[src/shared/mtf_pkg.sv]
// constants, codes and states for the message time-field formatter
package mtf_pkg;
    // control sequence introducers, control character range and operators
    localparam logic [7:0] INTRO_CH  = 8'h1F;
    localparam logic [7:0] INTRO_ALT = 8'h5E;
    localparam logic [7:0] CTRL_LO   = 8'h01;
    localparam logic [7:0] CTRL_HI   = 8'h1E;
    localparam logic [7:0] OP_BLINK  = 8'h62;
    localparam logic [7:0] OP_CUR    = 8'h63;
    localparam logic [7:0] OP_ELAP   = 8'h65;
    localparam logic [7:0] OP_LINE   = 8'h6C;
    // characters used when parsing codes and rendering
    localparam logic [7:0] CH_ZERO   = 8'h30;
    localparam logic [7:0] CH_SPACE  = 8'h20;
    localparam logic [7:0] CH_A      = 8'h41;
    localparam logic [7:0] CH_D      = 8'h44;
    localparam logic [7:0] CH_H      = 8'h48;
    localparam logic [7:0] CH_M      = 8'h4D;
    localparam logic [7:0] CH_N      = 8'h4E;
    localparam logic [7:0] CH_P      = 8'h50;
    localparam logic [7:0] CH_S      = 8'h53;
    localparam logic [7:0] CH_U      = 8'h55;
    localparam logic [7:0] CH_Y      = 8'h59;
    // two-letter format codes
    localparam logic [15:0] PAIR_AA  = 16'h4141;
    localparam logic [15:0] PAIR_AF  = 16'h4146;
    localparam logic [15:0] PAIR_DD  = 16'h4444;
    localparam logic [15:0] PAIR_HA  = 16'h4841;
    localparam logic [15:0] PAIR_HH  = 16'h4848;
    localparam logic [15:0] PAIR_HM  = 16'h484D;
    localparam logic [15:0] PAIR_HI  = 16'h4849;
    localparam logic [15:0] PAIR_HL  = 16'h484C;
    localparam logic [15:0] PAIR_MA  = 16'h4D41;
    localparam logic [15:0] PAIR_MF  = 16'h4D46;
    localparam logic [15:0] PAIR_MM  = 16'h4D4D;
    localparam logic [15:0] PAIR_NN  = 16'h4E4E;
    localparam logic [15:0] PAIR_SS  = 16'h5353;
    localparam logic [15:0] PAIR_UU  = 16'h5555;
    localparam logic [15:0] PAIR_Y2  = 16'h5932;
    localparam logic [15:0] PAIR_Y4  = 16'h5934;
    // arithmetic and sizing
    localparam logic [6:0] TEN        = 7'h0A;
    localparam logic [6:0] HOURS_HALF = 7'h0C;
    localparam int         NAME_BYTES = 9;
    localparam logic [3:0] LAST_POS   = 4'h8;
    localparam int         DISP_WIDTH = 20;

    typedef enum logic [2:0] {
        ST_TEXT  = 3'b000,
        ST_CTRL  = 3'b001,
        ST_FIELD = 3'b011,
        ST_CODE2 = 3'b010,
        ST_EMIT  = 3'b110,
        ST_TNUM1 = 3'b111,
        ST_TNUM2 = 3'b101
    } mtf_state_e;

    typedef enum logic [4:0] {
        FC_LIT, FC_AA, FC_AF, FC_DD, FC_HA, FC_H24, FC_MA, FC_MF, FC_MM,
        FC_NN, FC_SS, FC_U, FC_UU, FC_P, FC_Y2, FC_Y4, FC_HI, FC_HL
    } mtf_code_e;
endpackage : mtf_pkg

[src/verilog/mtf_formatter.sv]
// message text filter, blink marker and time-field renderer
// What this block does, and what it expects of the sender
// sender never puts bytes 00h, 09h or 14h into message text
// control characters 01h..1Eh are dropped silently, never shown
// characters between blink delimiters are marked blinking, any number of fields
// current-time field, delimiters included, is replaced by rendered values in order
// elapsed field starts with two-digit timer number selecting the timer
// AA short day, AF full day, DD day of month
// HA 12-hour, HH and HM 24-hour, P gives AM or PM
// MA short month, MF full month, MM numeric month, Y2 and Y4 year
// NN minutes, SS seconds, U tenths, UU tenths and hundredths
// elapsed HI gives high hour digits, HL and HH low hour digits
// format codes match upper-case letters only
// non-code characters inside a field pass through unchanged
// overlong line truncated in addressed mode, flagged for scrolling in serial mode
// elapsed timer spans zero to 9999:59:59.99
// control sequence is introducer 1Fh or 5Eh plus one operator
// sender keeps each transmission within 128 bytes
// single-digit day and 12-hour values padded with leading space
module mtf_formatter
    import mtf_pkg::*;
#(
    parameter int DISP_W = DISP_WIDTH
)
(
    input  wire logic        core_clk,
    input  wire logic        sys_rst,
    input  wire logic [7:0]  rxData,
    input  wire logic        rxValid,
    input  wire logic        addressedMode,
    input  wire logic [2:0]  curDow,
    input  wire logic [7:0]  curDay,
    input  wire logic [7:0]  curMonth,
    input  wire logic [15:0] curYear,
    input  wire logic [7:0]  curHour,
    input  wire logic [7:0]  curMin,
    input  wire logic [7:0]  curSec,
    input  wire logic [7:0]  curHund,
    input  wire logic [15:0] etHours,
    input  wire logic [7:0]  etMin,
    input  wire logic [7:0]  etSec,
    input  wire logic [7:0]  etHund,
    output logic             rxReady,
    output logic      [7:0]  outChar,
    output logic             outValid,
    output logic             outBlink,
    output logic             outLineEnd,
    output logic             lineOverflow,
    output logic      [3:0]  timerSel
);
    localparam logic [7:0] COL_MAX = 8'(DISP_W);

    mtf_state_e  state, next_state;
    mtf_code_e   code, next_code;
    logic        blink, next_blink;
    logic        inField, next_inField;
    logic        fieldElapsed, next_elapsed;
    logic        replay, next_replay;
    logic [7:0]  replayCh, next_replayCh;
    logic [7:0]  firstCh, next_first;
    logic [7:0]  litCh, next_lit;
    logic [3:0]  emitPos, next_pos;
    logic [3:0]  tensDig, next_tens;
    logic [3:0]  next_timer;
    logic [7:0]  col;
    logic        candValid, lineEndNow;
    logic [7:0]  candCh;
    logic [71:0] fieldText, nameStr;

    function automatic logic [7:0] asc(input logic [3:0] d);
        return CH_ZERO + {4'h0, d};
    endfunction : asc

    function automatic logic [15:0] dig2(input logic [7:0] b);
        return {asc(b[7:4]), asc(b[3:0])};
    endfunction : dig2

    // leading space rather than zero for values that may be one digit
    function automatic logic [15:0] pad2(input logic [7:0] b);
        return {(b[7:4] == 4'h0) ? CH_SPACE : asc(b[7:4]), asc(b[3:0])};
    endfunction : pad2

    function automatic logic [6:0] bcd2bin(input logic [7:0] b);
        return 7'({3'h0, b[7:4]} * TEN + {3'h0, b[3:0]});
    endfunction : bcd2bin

    function automatic logic isIntro(input logic [7:0] c);
        return (c == INTRO_CH) || (c == INTRO_ALT);
    endfunction : isIntro

    // only capitals can open a code; lower case falls through as text
    function automatic logic isPrefix(input logic [7:0] c, input logic el);
        return (c == CH_H) || (c == CH_N) || (c == CH_S) || (c == CH_U) ||
               (!el && ((c == CH_A) || (c == CH_D) || (c == CH_M) || (c == CH_Y)));
    endfunction : isPrefix

    function automatic mtf_code_e singleOf(input logic [7:0] c, input logic el);
        if (c == CH_U)
            return FC_U;
        else if (c == CH_P && !el)
            return FC_P;
        return FC_LIT;
    endfunction : singleOf

    // elapsed fields accept only the hour, minute, second and fraction codes
    function automatic mtf_code_e pairOf(input logic [15:0] p, input logic el);
        mtf_code_e k;
        k = FC_LIT;
        if (p == PAIR_NN) k = FC_NN;
        else if (p == PAIR_SS) k = FC_SS;
        else if (p == PAIR_UU) k = FC_UU;
        else if (p == PAIR_HH) k = el ? FC_HL : FC_H24;
        else if (p == PAIR_HI && el) k = FC_HI;
        else if (p == PAIR_HL && el) k = FC_HL;
        else if (!el)
        begin
            if (p == PAIR_AA) k = FC_AA;
            else if (p == PAIR_AF) k = FC_AF;
            else if (p == PAIR_DD) k = FC_DD;
            else if (p == PAIR_HA) k = FC_HA;
            else if (p == PAIR_HM) k = FC_H24;
            else if (p == PAIR_MA) k = FC_MA;
            else if (p == PAIR_MF) k = FC_MF;
            else if (p == PAIR_MM) k = FC_MM;
            else if (p == PAIR_Y2) k = FC_Y2;
            else if (p == PAIR_Y4) k = FC_Y4;
        end
        return k;
    endfunction : pairOf

    // current character: a replayed one takes precedence over the port
    wire        curVal   = replay || (rxValid && rxReady);
    wire [7:0]  curCh    = replay ? replayCh : rxData;
    wire        printable = (curCh > CTRL_HI) && !isIntro(curCh);
    wire [6:0]  hourBin  = bcd2bin(curHour);
    wire        isPm     = hourBin >= HOURS_HALF;
    wire [6:0]  hourMod  = isPm ? hourBin - HOURS_HALF : hourBin;
    wire [6:0]  h12Bin   = (hourMod == 7'h00) ? HOURS_HALF : hourMod;
    wire        h12Tens  = h12Bin >= TEN;
    wire [7:0]  h12Bcd   = {3'h0, h12Tens, 4'(h12Tens ? h12Bin - TEN : h12Bin)};
    wire [7:0]  srcMin   = fieldElapsed ? etMin : curMin;
    wire [7:0]  srcSec   = fieldElapsed ? etSec : curSec;
    wire [7:0]  srcHund  = fieldElapsed ? etHund : curHund;
    wire [3:0]  timerNum = 4'(bcd2bin({tensDig, curCh[3:0]}));
    wire [6:0]  monthBin = bcd2bin(curMonth);
    wire [7:0]  emitCh   = fieldText[8 * (LAST_POS - emitPos) +: 8];
    wire        candOk   = candValid && ((col < COL_MAX) || !addressedMode);

    mtf_name_rom u_names (
        .dayIdx   (curDow),
        .monthIdx (monthBin[3:0]),
        .isMonth  ((code == FC_MA) || (code == FC_MF)),
        .full     ((code == FC_AF) || (code == FC_MF)),
        .nameStr  (nameStr)
    );

    // rendered text of the pending code, right-aligned, zero bytes skipped
    always_comb
    begin
        case (code)
            FC_AA, FC_AF, FC_MA, FC_MF: fieldText = nameStr;
            FC_DD:   fieldText = 72'(pad2(curDay));
            FC_HA:   fieldText = 72'(pad2(h12Bcd));
            FC_H24:  fieldText = 72'(dig2(curHour));
            FC_P:    fieldText = 72'({isPm ? CH_P : CH_A, CH_M});
            FC_MM:   fieldText = 72'(dig2(curMonth));
            FC_Y2:   fieldText = 72'(dig2(curYear[7:0]));
            FC_Y4:   fieldText = 72'({dig2(curYear[15:8]), dig2(curYear[7:0])});
            FC_NN:   fieldText = 72'(dig2(srcMin));
            FC_SS:   fieldText = 72'(dig2(srcSec));
            FC_U:    fieldText = 72'(asc(srcHund[7:4]));
            FC_UU:   fieldText = 72'(dig2(srcHund));
            FC_HI:   fieldText = 72'(dig2(etHours[15:8]));
            FC_HL:   fieldText = 72'(dig2(etHours[7:0]));
            default: fieldText = 72'(litCh);
        endcase
    end

    // parser: plain text, control operator, timer number, field codes
    always_comb
    begin
        next_state    = state;
        next_code     = code;
        next_blink    = blink;
        next_inField  = inField;
        next_elapsed  = fieldElapsed;
        next_replay   = replay;
        next_replayCh = replayCh;
        next_first    = firstCh;
        next_lit      = litCh;
        next_pos      = emitPos;
        next_tens     = tensDig;
        next_timer    = timerSel;
        candValid     = 1'b0;
        candCh        = curCh;
        lineEndNow    = 1'b0;
        case (state)
            ST_TEXT:
                if (curVal)
                begin
                    if (isIntro(curCh))
                        next_state = ST_CTRL;
                    else
                        candValid = printable;
                end
            ST_CTRL:
                if (curVal)
                begin
                    next_state = inField ? ST_FIELD : ST_TEXT;
                    if (curCh == OP_BLINK)
                        next_blink = !blink;
                    else if (curCh == OP_LINE)
                        lineEndNow = 1'b1;
                    else if (curCh == OP_CUR && !(inField && fieldElapsed))
                    begin
                        next_inField = !inField;
                        next_elapsed = 1'b0;
                        next_state   = inField ? ST_TEXT : ST_FIELD;
                    end
                    else if (curCh == OP_ELAP && !(inField && !fieldElapsed))
                    begin
                        next_inField = !inField;
                        next_elapsed = 1'b1;
                        next_state   = inField ? ST_TEXT : ST_TNUM1;
                    end
                end
            ST_TNUM1:
                if (curVal)
                begin
                    next_tens  = curCh[3:0];
                    next_state = ST_TNUM2;
                end
            ST_TNUM2:
                if (curVal)
                begin
                    next_timer = timerNum;
                    next_state = ST_FIELD;
                end
            ST_FIELD:
                if (curVal)
                begin
                    next_replay = 1'b0;
                    next_pos    = 4'h0;
                    if (isIntro(curCh))
                        next_state = ST_CTRL;
                    else if (singleOf(curCh, fieldElapsed) == FC_P)
                    begin
                        next_code  = FC_P;
                        next_state = ST_EMIT;
                    end
                    else if (isPrefix(curCh, fieldElapsed))
                    begin
                        next_first = curCh;
                        next_state = ST_CODE2;
                    end
                    else
                        candValid = printable;
                end
            ST_CODE2:
                if (curVal)
                begin
                    next_pos   = 4'h0;
                    next_lit   = firstCh;
                    next_state = ST_EMIT;
                    if (pairOf({firstCh, curCh}, fieldElapsed) != FC_LIT)
                        next_code = pairOf({firstCh, curCh}, fieldElapsed);
                    else
                    begin
                        // not a pair: render the lone letter, then reread this one
                        next_code     = singleOf(firstCh, fieldElapsed);
                        next_replay   = 1'b1;
                        next_replayCh = curCh;
                    end
                end
            ST_EMIT:
            begin
                candValid = emitCh != 8'h00;
                candCh    = emitCh;
                next_pos  = emitPos + 4'h1;
                if (emitPos == LAST_POS)
                    next_state = ST_FIELD;
            end
            default: next_state = ST_TEXT;
        endcase
    end

    // parser state; receive is held off while a code renders or replays
    always_ff @(posedge core_clk)
    begin
        if (sys_rst)
        begin
            state <= ST_TEXT;
            code <= FC_LIT;
            blink <= 1'b0;
            inField <= 1'b0;
            fieldElapsed <= 1'b0;
            replay <= 1'b0;
            replayCh <= 8'h00;
            firstCh <= 8'h00;
            litCh <= 8'h00;
            emitPos <= 4'h0;
            tensDig <= 4'h0;
            timerSel <= 4'h0;
            rxReady <= 1'b0;
        end
        else
        begin
            state <= next_state;
            code <= next_code;
            blink <= next_blink;
            inField <= next_inField;
            fieldElapsed <= next_elapsed;
            replay <= next_replay;
            replayCh <= next_replayCh;
            firstCh <= next_first;
            litCh <= next_lit;
            emitPos <= next_pos;
            tensDig <= next_tens;
            timerSel <= next_timer;
            rxReady <= (next_state != ST_EMIT) && !next_replay;
        end
    end

    // output stage with column count; overflow flag only in serial mode
    always_ff @(posedge core_clk)
    begin
        if (sys_rst)
        begin
            outChar <= 8'h00;
            outValid <= 1'b0;
            outBlink <= 1'b0;
            outLineEnd <= 1'b0;
            lineOverflow <= 1'b0;
            col <= 8'h00;
        end
        else
        begin
            outChar <= candCh;
            outValid <= candOk;
            outBlink <= blink;
            outLineEnd <= lineEndNow;
            lineOverflow <= !lineEndNow && (lineOverflow ||
                (candValid && col >= COL_MAX && !addressedMode));
            col <= lineEndNow ? 8'h00 : col + 8'((candValid && col < COL_MAX) ? 1 : 0);
        end
    end
endmodule : mtf_formatter

[src/verilog/mtf_name_rom.sv]
// day and month name table, text right-aligned with zero fill
module mtf_name_rom
    import mtf_pkg::*;
(
    input  wire logic [2:0]  dayIdx,
    input  wire logic [3:0]  monthIdx,
    input  wire logic        isMonth,
    input  wire logic        full,
    output logic      [71:0] nameStr
);
    logic [71:0] dayStr;
    logic [71:0] monStr;

    // day 0 is sunday; abbreviations are kept separately, not sliced
    always_comb
    begin
        case (dayIdx)
            3'h0:    dayStr = 72'(full ? "SUNDAY" : "SUN");
            3'h1:    dayStr = 72'(full ? "MONDAY" : "MON");
            3'h2:    dayStr = 72'(full ? "TUESDAY" : "TUE");
            3'h3:    dayStr = 72'(full ? "WEDNESDAY" : "WED");
            3'h4:    dayStr = 72'(full ? "THURSDAY" : "THU");
            3'h5:    dayStr = 72'(full ? "FRIDAY" : "FRI");
            3'h6:    dayStr = 72'(full ? "SATURDAY" : "SAT");
            default: dayStr = 72'("???");
        endcase
    end

    // month 1 is january; out-of-range months render as question marks
    always_comb
    begin
        case (monthIdx)
            4'h1:    monStr = 72'(full ? "JANUARY" : "JAN");
            4'h2:    monStr = 72'(full ? "FEBRUARY" : "FEB");
            4'h3:    monStr = 72'(full ? "MARCH" : "MAR");
            4'h4:    monStr = 72'(full ? "APRIL" : "APR");
            4'h5:    monStr = 72'("MAY");
            4'h6:    monStr = 72'(full ? "JUNE" : "JUN");
            4'h7:    monStr = 72'(full ? "JULY" : "JUL");
            4'h8:    monStr = 72'(full ? "AUGUST" : "AUG");
            4'h9:    monStr = 72'(full ? "SEPTEMBER" : "SEP");
            4'hA:    monStr = 72'(full ? "OCTOBER" : "OCT");
            4'hB:    monStr = 72'(full ? "NOVEMBER" : "NOV");
            4'hC:    monStr = 72'(full ? "DECEMBER" : "DEC");
            default: monStr = 72'("???");
        endcase
    end

    assign nameStr = isMonth ? monStr : dayStr;
endmodule : mtf_name_rom

[config.mk]
export PLATFORM = sky130hd
export DESIGN_NAME = mtf_formatter
export DESIGN_NICKNAME = d
export VERILOG_FILES = /design/src/shared/mtf_pkg.sv /design/src/verilog/mtf_formatter.sv /design/src/verilog/mtf_name_rom.sv
export SDC_FILE = /design/constraint.sdc
export NUM_CORES = 1
export LEC_CHECK = 0
export BUFFER_PORTS_ARGS = -buffer_cell sky130_fd_sc_hd__buf_2
export CELL_PAD_IN_SITES_DETAIL_PLACEMENT = 0
export CELL_PAD_IN_SITES_GLOBAL_PLACEMENT = 1
export CORE_MARGIN = 3
export CORE_UTILIZATION = 42
export DETAILED_ROUTE_END_ITERATION = 16
export GPL_ROUTABILITY_DRIVEN = 0
export MAX_ROUTING_LAYER = met4
export PLACE_DENSITY_LB_ADDON = 0.12
export SETUP_SLACK_MARGIN = 0.05
export SLEW_MARGIN = 20
export SYNTH_ARGS = -nofsm -noshare
export SYNTH_HDL_FRONTEND = slang
export SYNTH_SLANG_ARGS = --single-unit
[constraint.sdc]
create_clock -name core_clk -period 7.7 [get_ports core_clk]
set_input_delay 1.54 -clock core_clk [delete_from_list [all_inputs] [get_ports core_clk]]
set_output_delay 1.54 -clock core_clk [all_outputs]
set_load 0.01 [all_outputs]
==> impl_results.md <==
* Final WL at 33560 um
* Period utilization at 0.9376
* Met1 usage at 0.3916
* Largest family of logic cells by synthesized area: compound AO/OA/AOI/OAI gates
* Tmin final at 7.220 ns
* Iter 0 DRT Violations at 1300
* Post-synthesis adder-cell area fraction at 0.03343
* Hold Vio Cnt, Final at 0
* Setup crit end kind: register
* Via count at 10140
* Post-Syn Instances at 1198
* RR Startpoint: code[2]
* Slew margin rel. at 0.1661
* Synth area leaders: dfxtp_1 (16%), nor2_1 (6.4%), a21oi_1 (5.8%), nand2_1 (5.0%), o21ai_0 (3.6%)
* Max-Cap Viols at 0
* Crit Path Class: input port to register
* Hold Crit Depth at 2
* Pre-CTS WS at 0.05026 ns
* Finished Cell Area at 9508 um^2
* NumNets Final at 1414
* Setup Total Neg Slack at 0 ns
* Mux share of post-synthesis cell area at 0.04910
* Reg2reg end: col[6]
* DRC at 0
* Outcome: finished clean
* Die Wd at 147.3 um
* All-Layer GR Usage at 0.3056
* Met3 Use GR at 0.04380
* Max FO, Critical Path at 7
* Clk buf depth at 2
* VDD IR-drop max at 0.1288 mV
* Top FF cell, synth: dfxtp_1
* Worst-skew pair later-pin latency at 0.34 ns
* Async set or reset register ratio after synthesis at 0
* Pwr Density at 118.0 nW/um^2
* Dpl cells at 1529
* Vias/cell at 6.561
* Fin worst setup slack at 0.4802 ns
* Clk_skew at 0.01082 ns
* Synth Area in XOR/XNOR at 0.04164
* First-pass GRT wire length at 52040 um
* Detailed-placement wirelength estimate at 25290 um
* Area grow syn2layout at 13.40%
* Final hold slack at 0.4552 ns
* Number of synthesized flops with an enable pin at 0
* Inserted Clock Buffers at 9
* LEAKAGE at 3.324 nW
* Root buf cell: clkbuf_16
* GR Layer Usage met2 at 0.4963
* Clock transition at path regs at 0.06 ns
* Pre-Repair DR Iteration Count at 5
* Non-filler instance count after layout at 1545
* WL per Instance at 21.72 um
* Comb pwr share at 0.314
* CTS HTree Levels at 3
* Fillcell total at 2058
* Slew Viols, Final at 0
* Hold Path Class: register to register
* WP data required at 7.93 ns
* Final setup violation count at 0
* Worst-margin pin slew at 1.219 ns
* Critical Path Start Type: input port
* CTS tree: yes
* Die area at 21690 um^2
* Post-Syn Area at 8384 um^2
* I/O pins at 136
* Net Switching at 0.3822 mW
* Compound-cell area share of the yosys netlist at 0.3468
* Switch share at 0.3407
* Average instance area after synthesis at 6.999 um^2
* Synth cell types at 105
* Synth warnings at 0
* R2R depth at 17
* Row cnt at 51
* Share of layout cells above drive strength 1 at 0.1891
* Clock sinks at 68
* Die H at 147.3 um
* Simple-Gate Fraction of Synth Area at 0.3058
* Initial core utilization at 0.4294
* Ant diodes at 0
* WHS Endpoint: litCh[7]
* Reg2reg setup slack at 2.10 ns
* Area after DPL at 9185 um^2
* Layer with the highest usage: met2
* Yosys top cell area share at 0.1624
* ANT nets after route at 0
* Hold path startpoint: litCh[7]
* Fin util at 0.4869
* Power Total at 1.122 mW
* Sequential fraction of design power at 0.317
* Largest net degree at the start of global routing at 61
* Hold_buf cts at 0
* F_max at 138.5 MHz
* Total core area at 19530 um^2
* RSZ-0062 raised after global routing: false
* Seq/Total Area, Yosys at 0.1624
* Clock Power Share at 0.369
* Initial antenna violation count at 0
* Leading area contributor after synthesis: dfxtp_1
* Number of synthesized register bits at 68
* WP data arrival at 7.45 ns
* Vias in the first global route at 9311
* IO Port Bufs at 135
* Internal power component at 0.7396 mW
* Syn_nets at 1337
* Overflow after GRT at 0
## synth_stat cells, drive strengths merged (14+ instances only)
library cell,count
nor2,143
nand2,111
a21oi,97
dfxtp,68
o21ai,64
clkbuf,59
nor3,51
nand3,42
buf,37
a211oi,36
a31oi,29
inv,26
mux2i,25
nand2b,22
nor4,22
o211ai,18
xnor2,18
ha,16
nor2b,16
a22oi,15
nand4,15
xor2,15
a2111oi,14
mux2,14
## metal layers
metal  up-vias  wire (um)
li1       4731          -
met1      4742      13570
met2       584      15990
met3        79       2895
met4         0       1106
met5         -          0
## power by group through the flow
stage	combinational [mW]	clock [mW]	sequential [mW]
CTS	0.340	0.421	0.356
global route	0.383	0.435	0.356
finish	0.353	0.414	0.356
detailed placement	0.339	0	0.363
floorplan	0.227	0	0.365
global placement	0.339	0	0.363
## layout by cell type (no fill, tap or decap), drive strengths merged, types with 12 or more instances in the layout
| master | n |
|---|---|
| mux2i | 25 |
| nor4 | 22 |
| dfxtp | 68 |
| o31ai | 12 |
| buf | 162 |
| a2111oi | 14 |
| inv | 27 |
| nor3 | 51 |
| xor2 | 15 |
| nor2b | 16 |
| ha | 16 |
| a22oi | 15 |
| a21oi | 97 |
| xnor2 | 18 |
| a31oi | 29 |
| a211oi | 36 |
| o211ai | 18 |
| nand3 | 42 |
| nor2 | 143 |
| mux2 | 14 |
| o21ai | 64 |
| nand4 | 15 |
| nand2 | 111 |
| a221oi | 12 |
| nand2b | 22 |
## state kept, by name, summed over array words and instances, names as in the netlist, 3 cells and up
name,flops
emitPos,4
state,3
outChar,8
col,8
firstCh,8
code,5
timerSel,4
tensDig,3
litCh,8
replayCh,8
## cells by family after synthesis
| logic type | count (synthesis) |
|---|---|
| simple gates | 504 |
| compound gates | 410 |
| buf+inv | 123 |
| flops | 68 |
| mux | 39 |
| xor+xnor | 34 |
| fa+ha+maj | 20 |
## how the worst max path moves through the flow
stage / to / from
3_3_place_gp: col[6] / curHour[5]
4_1_cts: col[6] / curHour[5]
2_1_floorplan: col[6] / curHour[1]
6_report: col[6] / curHour[4]
3_5_place_dp: col[6] / curHour[5]
5_1_grt: col[6] / curHour[4]
## final cells by class
| class | count | area (um^2) | share of cell area |
|---|---|---|---|
| multi-input cells | 1007 | 6535 | 0.6873 |
| flip-flops and latches | 68 | 1361 | 0.1432 |
| repair buffers | 162 | 878.3 | 0.09238 |
| well taps | 265 | 331.6 | 0.03487 |
| clock buffers | 9 | 225.2 | 0.02369 |
| inverters | 27 | 101.3 | 0.01066 |
| clock inverters | 7 | 75.07 | 0.007896 |
## timing repair
action                                  in CTS  in global routing
buffers inserted                             0                  0
resized for setup                            0                  5
endpoints found under the setup margin       0                  2
## critical path, cell delays in order
cell and delay, ns:
buf_2 0.12, ha_1 0.23, fa_1 0.49, xnor2_2 0.28, inv_2 0.07, ha_1 0.28, nand2b_1 0.23, o2111a_1 0.27
o31ai_2 0.27, nand3_1 0.18, nor4_1 0.18, o21ai_0 0.12, ha_1 0.24, or2_2 0.30, o32a_1 0.20, nand4_4 0.10
mux2i_1 0.23, nand3_1 0.17, or4b_4 0.58, nor4_4 0.36, nor3_1 0.09, ha_1 0.20, ha_1 0.20, and3_1 0.17
nand3_1 0.10, xor2_1 0.17, nor2_1 0.05
No activity file was read; power rests on OpenSTA's default activity.
